--- config.mk ---
export PLATFORM = sky130hd
export DESIGN_NAME = asf_host
export DESIGN_NICKNAME = d
export VERILOG_FILES = /design/src/hdl/asf_pkg.sv /design/src/hdl/asf_fifo.sv /design/src/hdl/asf_host.sv
export SDC_FILE = /design/constraint.sdc
export NUM_CORES = 1
export LEC_CHECK = 0
export BUFFER_PORTS_ARGS = -buffer_cell sky130_fd_sc_hd__buf_2
export CAP_MARGIN = 20
export CORE_UTILIZATION = 40
export DETAILED_ROUTE_END_ITERATION = 12
export GPL_ROUTABILITY_DRIVEN = 0
export PLACE_DENSITY_LB_ADDON = 0.25
export REMOVE_ABC_BUFFERS = 1
export SLEW_MARGIN = 20
export SYNTH_ARGS = -nofsm -noshare
export SYNTH_HDL_FRONTEND = slang
export SYNTH_SLANG_ARGS = --single-unit
--- constraint.sdc ---
create_clock -name ref_clk_i -period 2.8 [get_ports ref_clk_i]
set_input_delay 0.42 -clock ref_clk_i [delete_from_list [all_inputs] [get_ports ref_clk_i]]
set_output_delay 0.42 -clock ref_clk_i [all_outputs]
set_load 0.03 [all_outputs]
--- src/hdl/asf_pkg.sv ---
// constants and types for the strobe fifo host controller
package asf_pkg;
    localparam int DATA_W = 9;
    localparam int BUF_DEPTH = 16;
    localparam int CNT_W = 4;
    localparam int CLK_NS = 20;
    // slowest speed grade figures, ns
    localparam int STROBE_PULSE_NS = 120;
    localparam int STROBE_REC_NS = 20;
    localparam int CLEAR_PULSE_NS = 120;
    localparam int CLEAR_SETUP_NS = 100;
    localparam int WR_FLAG_NS = 60;
    localparam int RD_FLAG_NS = 145;
    localparam int SYNC_CYC = 2;
    // least times round up, longest flag delays round down
    localparam logic [CNT_W-1:0] PULSE_CYC =
        CNT_W'((STROBE_PULSE_NS + CLK_NS - 1) / CLK_NS);
    localparam logic [CNT_W-1:0] CLEAR_CYC =
        CNT_W'(((CLEAR_PULSE_NS > CLEAR_SETUP_NS ? CLEAR_PULSE_NS : CLEAR_SETUP_NS)
                + CLK_NS - 1) / CLK_NS);
    localparam logic [CNT_W-1:0] REC_CYC =
        CNT_W'((STROBE_REC_NS + CLK_NS - 1) / CLK_NS);
    // after a strobe rises, wait out the flag delay plus the synchroniser
    localparam logic [CNT_W-1:0] WR_SETTLE_CYC =
        CNT_W'(WR_FLAG_NS / CLK_NS + SYNC_CYC + 1);
    localparam logic [CNT_W-1:0] RD_SETTLE_CYC =
        CNT_W'(RD_FLAG_NS / CLK_NS + SYNC_CYC + 1);
    localparam logic [CNT_W-1:0] CNT_RESET = 4'h0;
    localparam logic [DATA_W-1:0] DATA_RESET = 9'h000;

    typedef enum logic [2:0] {
        ASF_IDLE    = 3'b000,
        ASF_WR_LOW  = 3'b001,
        ASF_WR_HIGH = 3'b011,
        ASF_RD_LOW  = 3'b010,
        ASF_RD_HIGH = 3'b110,
        ASF_CLR_LOW = 3'b111,
        ASF_CLR_REC = 3'b101,
        ASF_RT_LOW  = 3'b100
    } asf_state_type;
endpackage

--- src/hdl/asf_fifo.sv ---
// small synchronous fifo with valid/ready on both sides
`timescale 1ns/1ns
module asf_fifo
    import asf_pkg::*;
#(
    parameter int WIDTH = DATA_W,
    parameter int DEPTH = BUF_DEPTH
) (
    input  wire logic             ref_clk_i,
    input  wire logic             rst_n_i,
    input  wire logic [WIDTH-1:0] in_data_i,
    input  wire logic             in_valid_i,
    output logic                  in_ready_o,
    output logic      [WIDTH-1:0] out_data_o,
    output logic                  out_valid_o,
    input  wire logic             out_ready_i
);
    localparam int AW = $clog2(DEPTH);

    logic [WIDTH-1:0] mem [DEPTH];
    logic [AW-1:0]    wr_ptr_q;
    logic [AW-1:0]    rd_ptr_q;
    logic [AW:0]      count_q;
    logic [AW:0]      count_d;
    wire              push = in_valid_i && in_ready_o;
    wire              pop  = out_valid_o && out_ready_i;

    assign out_valid_o = (count_q != '0);
    assign out_data_o  = mem[rd_ptr_q];

    always_comb begin
        count_d = count_q;
        if (push && !pop) begin
            count_d = count_q + 1'b1;
        end else if (pop && !push) begin
            count_d = count_q - 1'b1;
        end
    end

    always_ff @(posedge ref_clk_i) begin
        if (push) begin
            mem[wr_ptr_q] <= in_data_i;
        end
    end

    always_ff @(posedge ref_clk_i or negedge rst_n_i) begin
        if (!rst_n_i) begin
            wr_ptr_q   <= '0;
            rd_ptr_q   <= '0;
            count_q    <= '0;
            in_ready_o <= 1'b1;
        end else begin
            wr_ptr_q   <= push ? AW'(wr_ptr_q + 1'b1) : wr_ptr_q;
            rd_ptr_q   <= pop ? AW'(rd_ptr_q + 1'b1) : rd_ptr_q;
            count_q    <= count_d;
            // ready comes from the next count, so the port is a flop yet never lags
            in_ready_o <= (count_d != (AW+1)'(DEPTH));
        end
    end
endmodule // asf_fifo

--- src/hdl/asf_host.sv ---
// host controller driving the strobe fifo device pins
`timescale 1ns/1ns
module asf_host
    import asf_pkg::*;
(
    input  wire logic              ref_clk_i,
    input  wire logic              rst_n_i,
    // user write stream, buffered
    input  wire logic [DATA_W-1:0] wr_data_i,
    input  wire logic              wr_valid_i,
    output logic                   wr_ready_o,
    // user read request and result
    input  wire logic              rd_req_i,
    output logic      [DATA_W-1:0] rd_data_o,
    output logic                   rd_valid_o,
    // user commands, one-cycle pulses, and status levels
    input  wire logic              clear_req_i,
    input  wire logic              reread_req_i,
    output logic                   busy_o,
    output logic                   no_room_o,
    output logic                   no_data_o,
    // device pins
    output logic                   load_strobe_n_o,
    output logic      [DATA_W-1:0] input_bus_o,
    output logic                   fetch_strobe_n_o,
    input  wire logic [DATA_W-1:0] output_bus_i,
    input  wire logic              no_room_flag_n_i,
    input  wire logic              no_data_flag_n_i,
    output logic                   clear_all_n_o,
    output logic                   first_load_or_reread_n_o,
    output logic                   chain_in_n_o
);
    asf_state_type     state_q;
    asf_state_type     state_d;
    logic [CNT_W-1:0]  cnt_q;
    logic [CNT_W-1:0]  cnt_d;
    logic [1:0]        room_sync_q;
    logic [1:0]        data_sync_q;
    logic [DATA_W-1:0] bus_meta_q;
    logic [DATA_W-1:0] bus_sync_q;
    logic              clear_pend_q;
    logic              reread_pend_q;
    logic              cleared_q;
    logic              rd_pend_q;
    logic [DATA_W-1:0] fifo_data;
    logic              fifo_valid;

    // only the second stage of each synchroniser is looked at
    wire room_ok  = room_sync_q[1];
    wire data_ok  = data_sync_q[1];
    wire cnt_done = (cnt_q == CNT_RESET);
    wire in_idle  = (state_q == ASF_IDLE);
    wire go_clear = in_idle && clear_pend_q;
    wire go_rt    = in_idle && !clear_pend_q && reread_pend_q && cleared_q;
    // writes wait for the first clear; reads only with data reported
    wire go_wr    = in_idle && !clear_pend_q && !reread_pend_q && cleared_q
                    && fifo_valid && room_ok;
    wire go_rd    = in_idle && !clear_pend_q && !reread_pend_q && cleared_q
                    && !go_wr && rd_pend_q && data_ok;
    wire pop      = go_wr;

    asf_fifo #(
        .WIDTH (DATA_W),
        .DEPTH (BUF_DEPTH)
    ) u_buf (
        .ref_clk_i   (ref_clk_i),
        .rst_n_i     (rst_n_i),
        .in_data_i   (wr_data_i),
        .in_valid_i  (wr_valid_i),
        .in_ready_o  (wr_ready_o),
        .out_data_o  (fifo_data),
        .out_valid_o (fifo_valid),
        .out_ready_i (pop)
    );

    always_comb begin
        state_d = state_q;
        cnt_d   = cnt_done ? cnt_q : CNT_W'(cnt_q - 1'b1);
        case (state_q)
            ASF_IDLE: begin
                if (go_clear) begin
                    state_d = ASF_CLR_LOW;
                    cnt_d   = CLEAR_CYC;
                end else if (go_rt) begin
                    state_d = ASF_RT_LOW;
                    cnt_d   = PULSE_CYC;
                end else if (go_wr) begin
                    state_d = ASF_WR_LOW;
                    cnt_d   = PULSE_CYC;
                end else if (go_rd) begin
                    state_d = ASF_RD_LOW;
                    // extra cycles let the bus through its synchroniser
                    cnt_d   = CNT_W'(PULSE_CYC + SYNC_CYC);
                end
            end
            ASF_WR_LOW: if (cnt_done) begin
                state_d = ASF_WR_HIGH;
                cnt_d   = WR_SETTLE_CYC;
            end
            ASF_RD_LOW: if (cnt_done) begin
                state_d = ASF_RD_HIGH;
                cnt_d   = RD_SETTLE_CYC;
            end
            ASF_CLR_LOW: if (cnt_done) begin
                state_d = ASF_CLR_REC;
                cnt_d   = RD_SETTLE_CYC;
            end
            ASF_RT_LOW: if (cnt_done) begin
                state_d = ASF_CLR_REC;
                cnt_d   = RD_SETTLE_CYC;
            end
            ASF_WR_HIGH,
            ASF_RD_HIGH,
            ASF_CLR_REC: if (cnt_done) begin
                state_d = ASF_IDLE;
            end
            default: state_d = ASF_IDLE;
        endcase
    end

    always_ff @(posedge ref_clk_i or negedge rst_n_i) begin
        if (!rst_n_i) begin
            room_sync_q <= 2'h0;
            data_sync_q <= 2'h0;
            bus_meta_q  <= DATA_RESET;
            bus_sync_q  <= DATA_RESET;
        end else begin
            room_sync_q <= {room_sync_q[0], no_room_flag_n_i};
            data_sync_q <= {data_sync_q[0], no_data_flag_n_i};
            bus_meta_q  <= output_bus_i;
            bus_sync_q  <= bus_meta_q;
        end
    end

    always_ff @(posedge ref_clk_i or negedge rst_n_i) begin
        if (!rst_n_i) begin
            state_q <= ASF_IDLE;
            cnt_q   <= CNT_RESET;
        end else begin
            state_q <= state_d;
            cnt_q   <= cnt_d;
        end
    end

    // pending commands: a new request beats the clear that consumes one
    always_ff @(posedge ref_clk_i or negedge rst_n_i) begin
        if (!rst_n_i) begin
            clear_pend_q  <= 1'b1;
            reread_pend_q <= 1'b0;
            rd_pend_q     <= 1'b0;
            cleared_q     <= 1'b0;
        end else begin
            clear_pend_q  <= clear_req_i || (clear_pend_q && !go_clear);
            reread_pend_q <= reread_req_i || (reread_pend_q && !go_rt);
            rd_pend_q     <= rd_req_i || (rd_pend_q && !go_rd);
            cleared_q     <= cleared_q || (state_q == ASF_CLR_LOW);
        end
    end

    always_ff @(posedge ref_clk_i or negedge rst_n_i) begin
        if (!rst_n_i) begin
            load_strobe_n_o          <= 1'b1;
            fetch_strobe_n_o         <= 1'b1;
            clear_all_n_o            <= 1'b1;
            first_load_or_reread_n_o <= 1'b1;
            chain_in_n_o             <= 1'b0;
            input_bus_o              <= DATA_RESET;
            rd_data_o                <= DATA_RESET;
            rd_valid_o               <= 1'b0;
            busy_o                   <= 1'b1;
            no_room_o                <= 1'b1;
            no_data_o                <= 1'b1;
        end else begin
            load_strobe_n_o          <= (state_d != ASF_WR_LOW);
            fetch_strobe_n_o         <= (state_d != ASF_RD_LOW);
            clear_all_n_o            <= (state_d != ASF_CLR_LOW);
            first_load_or_reread_n_o <= (state_d != ASF_RT_LOW);
            chain_in_n_o             <= 1'b0;
            if (pop) begin
                input_bus_o <= fifo_data;
            end
            rd_valid_o <= (state_q == ASF_RD_LOW) && cnt_done;
            if ((state_q == ASF_RD_LOW) && cnt_done) begin
                rd_data_o <= bus_sync_q;
            end
            busy_o    <= (state_d != ASF_IDLE) || clear_pend_q;
            no_room_o <= !room_ok;
            no_data_o <= !data_ok;
        end
    end

    a_data_stable: assert property (@(posedge ref_clk_i) disable iff (!rst_n_i)
        !load_strobe_n_o |=> $stable(input_bus_o))
        else $error("input bus changed during load strobe");
    a_load_width: assert property (@(posedge ref_clk_i) disable iff (!rst_n_i)
        $fell(load_strobe_n_o) |-> !load_strobe_n_o [*7])
        else $error("load strobe pulse too short");
    a_write_gated: assert property (@(posedge ref_clk_i) disable iff (!rst_n_i)
        $fell(load_strobe_n_o) |-> $past(room_sync_q[1]) && cleared_q)
        else $error("write started without room or before clear");
    a_read_gated: assert property (@(posedge ref_clk_i) disable iff (!rst_n_i)
        $fell(fetch_strobe_n_o) |-> $past(data_sync_q[1]))
        else $error("read started without data reported");
    a_clear_strobes: assert property (@(posedge ref_clk_i) disable iff (!rst_n_i)
        !clear_all_n_o |-> load_strobe_n_o && fetch_strobe_n_o)
        else $error("strobe low while clear asserted");
    a_clear_recover: assert property (@(posedge ref_clk_i) disable iff (!rst_n_i)
        $rose(clear_all_n_o) |-> (load_strobe_n_o && fetch_strobe_n_o) [*3])
        else $error("strobe low too soon after clear");
    a_reread_fetch: assert property (@(posedge ref_clk_i) disable iff (!rst_n_i)
        $rose(first_load_or_reread_n_o) |-> fetch_strobe_n_o [*3])
        else $error("fetch low around reread rise");
    // the fall is seen one edge after launch, the result pulse one edge after its launch
    a_read_result: assert property (@(posedge ref_clk_i) disable iff (!rst_n_i)
        $fell(fetch_strobe_n_o) |-> ##9 rd_valid_o)
        else $error("read result not delivered on time");
    a_single_mode: assert property (@(posedge ref_clk_i) disable iff (!rst_n_i)
        !first_load_or_reread_n_o |-> !chain_in_n_o)
        else $error("reread used outside single mode");

    c_write: cover property (@(posedge ref_clk_i) disable iff (!rst_n_i)
        $rose(load_strobe_n_o));
    c_read: cover property (@(posedge ref_clk_i) disable iff (!rst_n_i)
        rd_valid_o);
    c_clear: cover property (@(posedge ref_clk_i) disable iff (!rst_n_i)
        $rose(clear_all_n_o) && cleared_q);
    c_reread: cover property (@(posedge ref_clk_i) disable iff (!rst_n_i)
        $rose(first_load_or_reread_n_o));
endmodule // asf_host

==> impl_results.md, run 1 <==
- Vias in the first global route: roughly 4700
- DR vias: 4454
- DRT iter0 DRCs: between 200 and 300
- Endpoints failing setup: 0
- Clock-pin slew on the worst setup and hold paths: 0.06 ns
- Placed insts: 807
- Root buffer selected by CTS: clkbuf_16
- Post-cts resize count: 0
- Status: complete, no violations
- Final Hold Vio Count: 0
- Vias/cell: 5.20
- Max Clk Rate: 0.424 GHz
- Chip height: about 150 µm
- Starting Density: 40.7%
- Fill cell count: approximately 1800
- Post-Synthesis Cell Area: between 8000 and 9000 µm²
- Total number of yosys warnings: 0
- Tcrit/Tclk final: 84.1%
- First-pass GRT wire length: 26000 µm
- CP Class: reg -> reg
- Initial DRT Pass Iterations: 7
- Design Power: 0.00820 W
- Post-synth EDFFs: roughly 140
- Number of port buffers: 52
- WP data arrival: 2.77 ns
- Initial antenna violation count: 0
- Syn_area_per_cell: 17.2 µm²
- Clock power frac: 35.4%
- Logic gate share of total power: between 10 and 15%
- CP Max Fanout: 15
- Core area: 21000 µm²
- Fin cells: roughly 860
- Final setup TNS: 0 ns
- P&R area growth vs syn: 16.4%
- Multi-input logic area: 2220 µm²
- Yosys cell types: 53
- Largest net degree at the start of global routing: 74
- Synthesized instance count: 495
- Htree depth: 1
- Crit. End Element: register
- Worst Hold Depth: 1
- Switching power: approximately 0.0022 W
- CTS tree: yes
- Routed len/inst: 19.3 µm
- Die extent in x: 148 µm
- Worst r2r path cells: 4
- P_leak: 3.61 nW
- Worst slew pin tran: ~0.92 ns
- WL final: 16500 µm
- Worst setup SP type: register
- I/O Pins: 54
- PwrDens: 826 nW/µm²
- Die Area: 21900 µm²
- Setup repair after global routing missed its margin: no
- Share of cells above drive strength 1: between 20% and 30%
- Seq cells post-synth: 217
- Maxcap violations: 0
- DRC: 0
- Sw Share: 27.0%
- Final antenna-violating net count: 0
- Register Area: 6160 µm²
- N_diodes: 0
- Slew Limit Headroom: 38.7%
- Fin crit period: roughly 2.4 ns
- Global route overflow: 0
- Pint: 0.00599 W
- Detailed Place HPWL: 10300 µm
- Main synth FF type: edfxtp_1
- VDD IR max: 0.000388 V
- Hold Crit Class: in -> reg
- GRT Overall Usage: 15.6%
- Max-slew violations: 0
- CTS buffer count: 23
- Setup Skew: 0.0132 ns
- Share of power burned in registers: 49.8%
- Nets@finish: 601
- Post-synthesis sequential area ratio: 72.3%
- Postcts setup bufs: 0
- Worst skew pair latency: 0.52 ns
- Clock Tree Buf Depth: 3
- Row cnt: 53
- Ys async rst share: 33.6%
- Post-CTS Hold Buffers: 7
- CP Data Required Time: 3.22 ns
- # clock sinks: roughly 220
## area by class of cell
class	instances	area share, %
repair buffers	64	4.14
clock inverters	12	1.02
multi-input cells	245	22.3
inverters	14	0.530
clock buffers	30	6.37
flip-flops and latches	217	62.1
well taps	275	3.47
## critical path: stages (launching register included)
cell,delay (ns)
dfrtp_1,0.55
nor4_4,0.45
and4b_1,0.61
nand2_1,0.35
o221ai_1,0.31
## synth_stat cells, types with 4 or more instances
cell type  count  area share [%]
nand2_1       59             2.6
ha_1          10             1.5
mux2i_1       22             2.6
dfstp_2        9             2.8
o221ai_1       9            0.93
nor2_1         8            0.35
xnor2_1       10             1.0
and2_1        14             1.0
edfxtp_1     144              51
o21ai_0        7            0.41
mux4_2        36             9.5
nor3_1         4            0.23
a21o_1         4            0.35
clkbuf_1      10            0.44
dfrtp_1       64              19
and3_1         5            0.37
nand3_1        6            0.35
a21oi_1        8            0.47
buf_2          6            0.35
inv_1         13            0.57
o211ai_1       4            0.35
## final timing paths
path	from	to	slack, ns
worst max-delay path	state_q[0]$_DFF_PN0_	input_bus_o[1]$_DFFE_PN0P_	0.44
worst min-delay path	output_bus_i[1]	bus_meta_q[1]$_DFF_PN0_	0.02
worst max register to register	state_q[0]$_DFF_PN0_	input_bus_o[1]$_DFFE_PN0P_	0.44
worst min register to register	bus_meta_q[4]$_DFF_PN0_	bus_sync_q[4]$_DFF_PN0_	0.35
max in group asynchronous	rst_n_i	u_buf.rd_ptr_q[0]$_DFFE_PN0P_	2.11
min in group asynchronous	rst_n_i	cnt_q[2]$_DFF_PN0_	0.04
## metrics by stage
stage               util [%]  cell area (µm²)  hold slack (ns)  worst slack (ns)
floorplan                  -             8430            0.124             0.172
finish                  47.3             9920           0.0245             0.444
CTS                     47.3             9910          0.00221             0.463
detailed placement      43.5             9110            0.335             0.481
global route            47.3             9920          0.00726             0.246
global placement        43.5             9110            0.334             0.584
## state kept, by name, indices dropped and copies added, names as in the netlist, 3 cells and up
signal,flops
u_buf.mem,144
bus_meta_q,9
bus_sync_q,9
input_bus_o,9
rd_data_o,9
u_buf.count_q,5
cnt_q,4
u_buf.rd_ptr_q,4
u_buf.wr_ptr_q,4
state_q,3
## power by group through the flow
stage                     logic (W)  registers (W)  clock network [W]
final                       0.00121        0.00408            0.00290
after global routing        0.00135        0.00412            0.00309
after CTS                   0.00123        0.00408            0.00298
after detailed placement    0.00121        0.00414                  0
after global placement      0.00115        0.00411                  0
after floorplan            0.000787        0.00415                  0
## placed cells by master, fill, tap and decap left out, types with 9 or more instances in the layout
cell       instances
clkbuf_16         23
o221ai_1           9
buf_2             51
xnor2_1           10
dfrtp_1           63
dfstp_2            9
inv_1             13
edfxtp_1         144
and2_1            14
ha_1              10
mux4_2            36
nand2_1           59
mux2i_1           22
## logic make-up after synthesis
group,Yosys count,share of synthesized area (%)
AO/OA/AOI/OAI,45,3.76
XOR/XNOR,13,1.34
adder cells (fa/ha/maj),10,1.47
buffers and inverters,33,1.67
flip-flops,217,72.3
multiplexers,58,12.1
other,1,0.0440
AND/OR/NAND/NOR,118,7.31
## layer usage
layer / vias to the layer above / GRT usage [%] / part of all wire [%]
li1: 2031 / - / -
met1: 2288 / 19.9 / 43
met2: 116 / 27.3 / 52
met3: 19 / 2.41 / 4.1
met4: 0 / 4.74 / 1.6
met5: - / 0 / 0
Note: power is estimated with default switching activity, not from simulation.
==> run 2, diff against run 1 <==
==> constraint.sdc (replaced) <==
create_clock -name ref_clk_i -period 2.1 [get_ports ref_clk_i]
set_input_delay 0.315 -clock ref_clk_i [delete_from_list [all_inputs] [get_ports ref_clk_i]]
set_output_delay 0.315 -clock ref_clk_i [all_outputs]
set_load 0.03 [all_outputs]
==> run 2 against run 1 <==
Compared with the run above:
- utilization up 1.5 points
- hold slack better by 0.0079 ns
- die area unchanged
- sequential power up 31%
- final cell count up 4.7%
- design area up 3.1%
- worst setup slack worse by 0.31 ns
- global-route usage up 0.52 points
- clock power up 27%
- critical path type unchanged
==> impl_results.md, run 2 (synthesized netlist as in run 1, its figures left out) <==
- Status: complete, no violations
- GRT Overall Usage: 16.1% (+0.52 points)
- RR Startpoint: u_buf.count_q[0]$_DFF_PN0_
- CP Data Required Time: 2.53 ns (-0.69 ns)
- Share of cells above drive strength 1: 28.3% (+3.9 points)
- Detailed Place HPWL: 11100 µm (+8.4%)
- Vias/cell: 5.11 (-1.7%)
- Starting Density: 40.7% (unchanged)
- Tcrit/Tclk final: 93.7% (+9.6 points)
- Final Hold Vio Count: 0 (unchanged)
- Final antenna-violating net count: 0 (unchanged)
- Largest net degree at the start of global routing: 42 (-43%)
- Hold_sp: clear_req_i
- Root buffer selected by CTS: clkbuf_16
- I/O Pins: 54 (unchanged)
- Worst Hold Depth: 2 (+1)
- Vias in the first global route: 4837 (+2.5%)
- Setup Skew: 0.0251 ns (+0.0119 ns)
- Clock-pin slew on the worst setup and hold paths: 0.06 ns (about the same)
- CP max stage delay: 0.45 ns (-0.16 ns)
- Clock Tree Buf Depth: 3 (unchanged)
- Nets@finish: 641 (+6.7%)
- Initial antenna violation count: 0 (unchanged)
- Crit. End Element: register
- Commonest non-fill, non-tap cell in the layout: edfxtp_1
- DRC: 0 (unchanged)
- Commonest cells after routing, fill and taps aside: 144 x edfxtp_1, 63 x dfrtp_1, 59 x nand2_1
- PwrDens: 1060 nW/µm² (+29%)
- CP Max Fanout: 11 (-4)
- Max-slew violations: 0 (unchanged)
- Routed len/inst: 19.0 µm (-1.8%)
- CTS tree: yes
- Final setup TNS: 0 ns (unchanged)
- Max Clk Rate: 0.508 GHz (+20%)
- Setup repair after global routing missed its margin: no
- Fin area: 10200 µm² (+3.1%)
- N_diodes: 0 (unchanged)
- Design Power: 0.0109 W (+33%)
- Htree depth: 1 (unchanged)
- VDD IR max: 0.000486 V (+25%)
- Global route overflow: 0 (unchanged)
- CTS buffer count: 24 (+4.3%)
- DRT iter0 DRCs: 327 (+18%)
- P&R area growth vs syn: 20.0%
- Worst r2r path cells: 7 (+3)
- CP Class: reg -> reg
- Placed inst area: 9380 µm² (+3.0%)
- Slowest-stage cell, CP: and4b_4
- Worst reg2reg path endpoint: u_buf.in_ready_o$_DFF_PN1_
- Worst setup SP type: register
- Fin crit period: 1.97 ns (-0.388 ns)
- First-pass GRT wire length: 26800 µm (+3.2%)
- Pre-CTS setup slack: -0.00617 ns (-0.487 ns)
- Fill cell count: 1806 (+1.0%)
- Core area: 21000 µm² (unchanged)
- Row cnt: 53 (unchanged)
- Max FFs per register: 144 (unchanged)
- Maxcap violations: 0 (unchanged)
- DR vias: 4582 (+2.9%)
- Register Area: 6160 µm² (unchanged)
- Fin cells: 897 (+4.7%)
- Chip height: 148 µm (unchanged)
- Hold Crit Class: in -> reg
- R2r setup slk: 0.13 ns (-0.31 ns)
- WL final: 17000 µm (+2.8%)
- Multi-input logic area: 2220 µm² (+0.17%)
- Worst skew pair latency: 0.51 ns (about the same)
- Placed insts: 840 (+4.1%)
- Crit path cell chain: inv_1 > ha_1 > nor4b_4 > and4b_4 > mux2i_1 > xor2_1 > nand4bb_1
- Hold endpoint: clear_pend_q$_DFF_PN1_
- # clock sinks: 217 (unchanged)
- Final WS setup: 0.132 ns (-0.312 ns)
- Die Area: 21900 µm² (unchanged)
- Initial DRT Pass Iterations: 4 (-3)
- Die extent in x: 148 µm (unchanged)
- Largest Register: u_buf.mem
- P_leak: 3.79 nW (+5.2%)
- Number of port buffers: 52 (unchanged)
- Endpoints failing setup: 0 (unchanged)
- WP data arrival: 2.40 ns (-0.37 ns)
## run 2: cell types whose count changed in the layout (fill, tap and decap cells not counted), sizes merged
cell	change
clkbuf	-1
bufinv	-1
buf	+33
clkinv	+3
dlygate4sd3	+6
## run 2: power breakdown
part           switching (W)  internal [W]
registers           0.000257       0.00510
logic                0.00108      0.000755
clock network        0.00159       0.00210
total                0.00292       0.00796
## run 2: worst max path at each step
| stage | start | endpoint | slack, ns |
|---|---|---|---|
| after global placement | u_buf.count_q[0]$_DFF_PN0_ | u_buf.in_ready_o$_DFF_PN1_ | 0.10 |
| after global routing | cnt_q[0]$_DFF_PN0_ | fetch_strobe_n_o$_DFF_PN1_ | 0.006 |
| after CTS | u_buf.count_q[0]$_DFF_PN0_ | u_buf.in_ready_o$_DFF_PN1_ | 0.06 |
| final | u_buf.count_q[0]$_DFF_PN0_ | u_buf.in_ready_o$_DFF_PN1_ | 0.13 |
| after floorplan | u_buf.rd_ptr_q[0]$_DFFE_PN0P_ | input_bus_o[7]$_DFFE_PN0P_ | -0.53 |
| after detailed placement | u_buf.count_q[0]$_DFF_PN0_ | input_bus_o[1]$_DFFE_PN0P_ | -0.006 |
## run 2: metrics by stage
| step | hold WS [ns] | utilization (%) |
|---|---|---|
| 2_1_floorplan | 0.0194 | - |
| 3_3_place_gp | 0.305 | 44.8 |
| 3_5_place_dp | 0.320 | 44.8 |
| 4_1_cts | 0.0104 | 48.8 |
| 5_1_grt | 0.0112 | 48.8 |
| 6_report | 0.0324 | 48.8 |
## run 2: routing by layer
| layer | vias to the layer above | GRT usage [%] | share of wire (%) |
|---|---|---|---|
| met4 | 0 | 4.28 | 1.7 |
| met2 | 99 | 28.3 | 51 |
| met3 | 17 | 2.56 | 4.2 |
| li1 | 2107 | - | - |
| met1 | 2359 | 20.7 | 43 |
| met5 | - | 0 | 0 |
## run 2: final cells by class
cell class                 instances  area share, %
multi-input combinational        245           21.7
clock buffer                      29           6.06
tap                              275           3.36
timing repair buffer             103           7.27
sequential                       217           60.3
clock inverter                    14          0.808
inverter                          14          0.514
## run 2: worst max-delay path, delay by kind of cell (launching register included)
kind	cells	cell delay, ns
flops	1	0.42
fa+ha+maj	1	0.20
simple gates	3	0.75
buf+inv	1	0.09
xor+xnor	1	0.21
mux	1	0.23
## run 2: what timing repair did
item,CTS,global route
hold endpoints to repair,46,0
pin swaps,0,1
setup endpoints to repair,1,2
buffers inserted,0,0
hold buffers,14,0
gates resized for setup,1,1
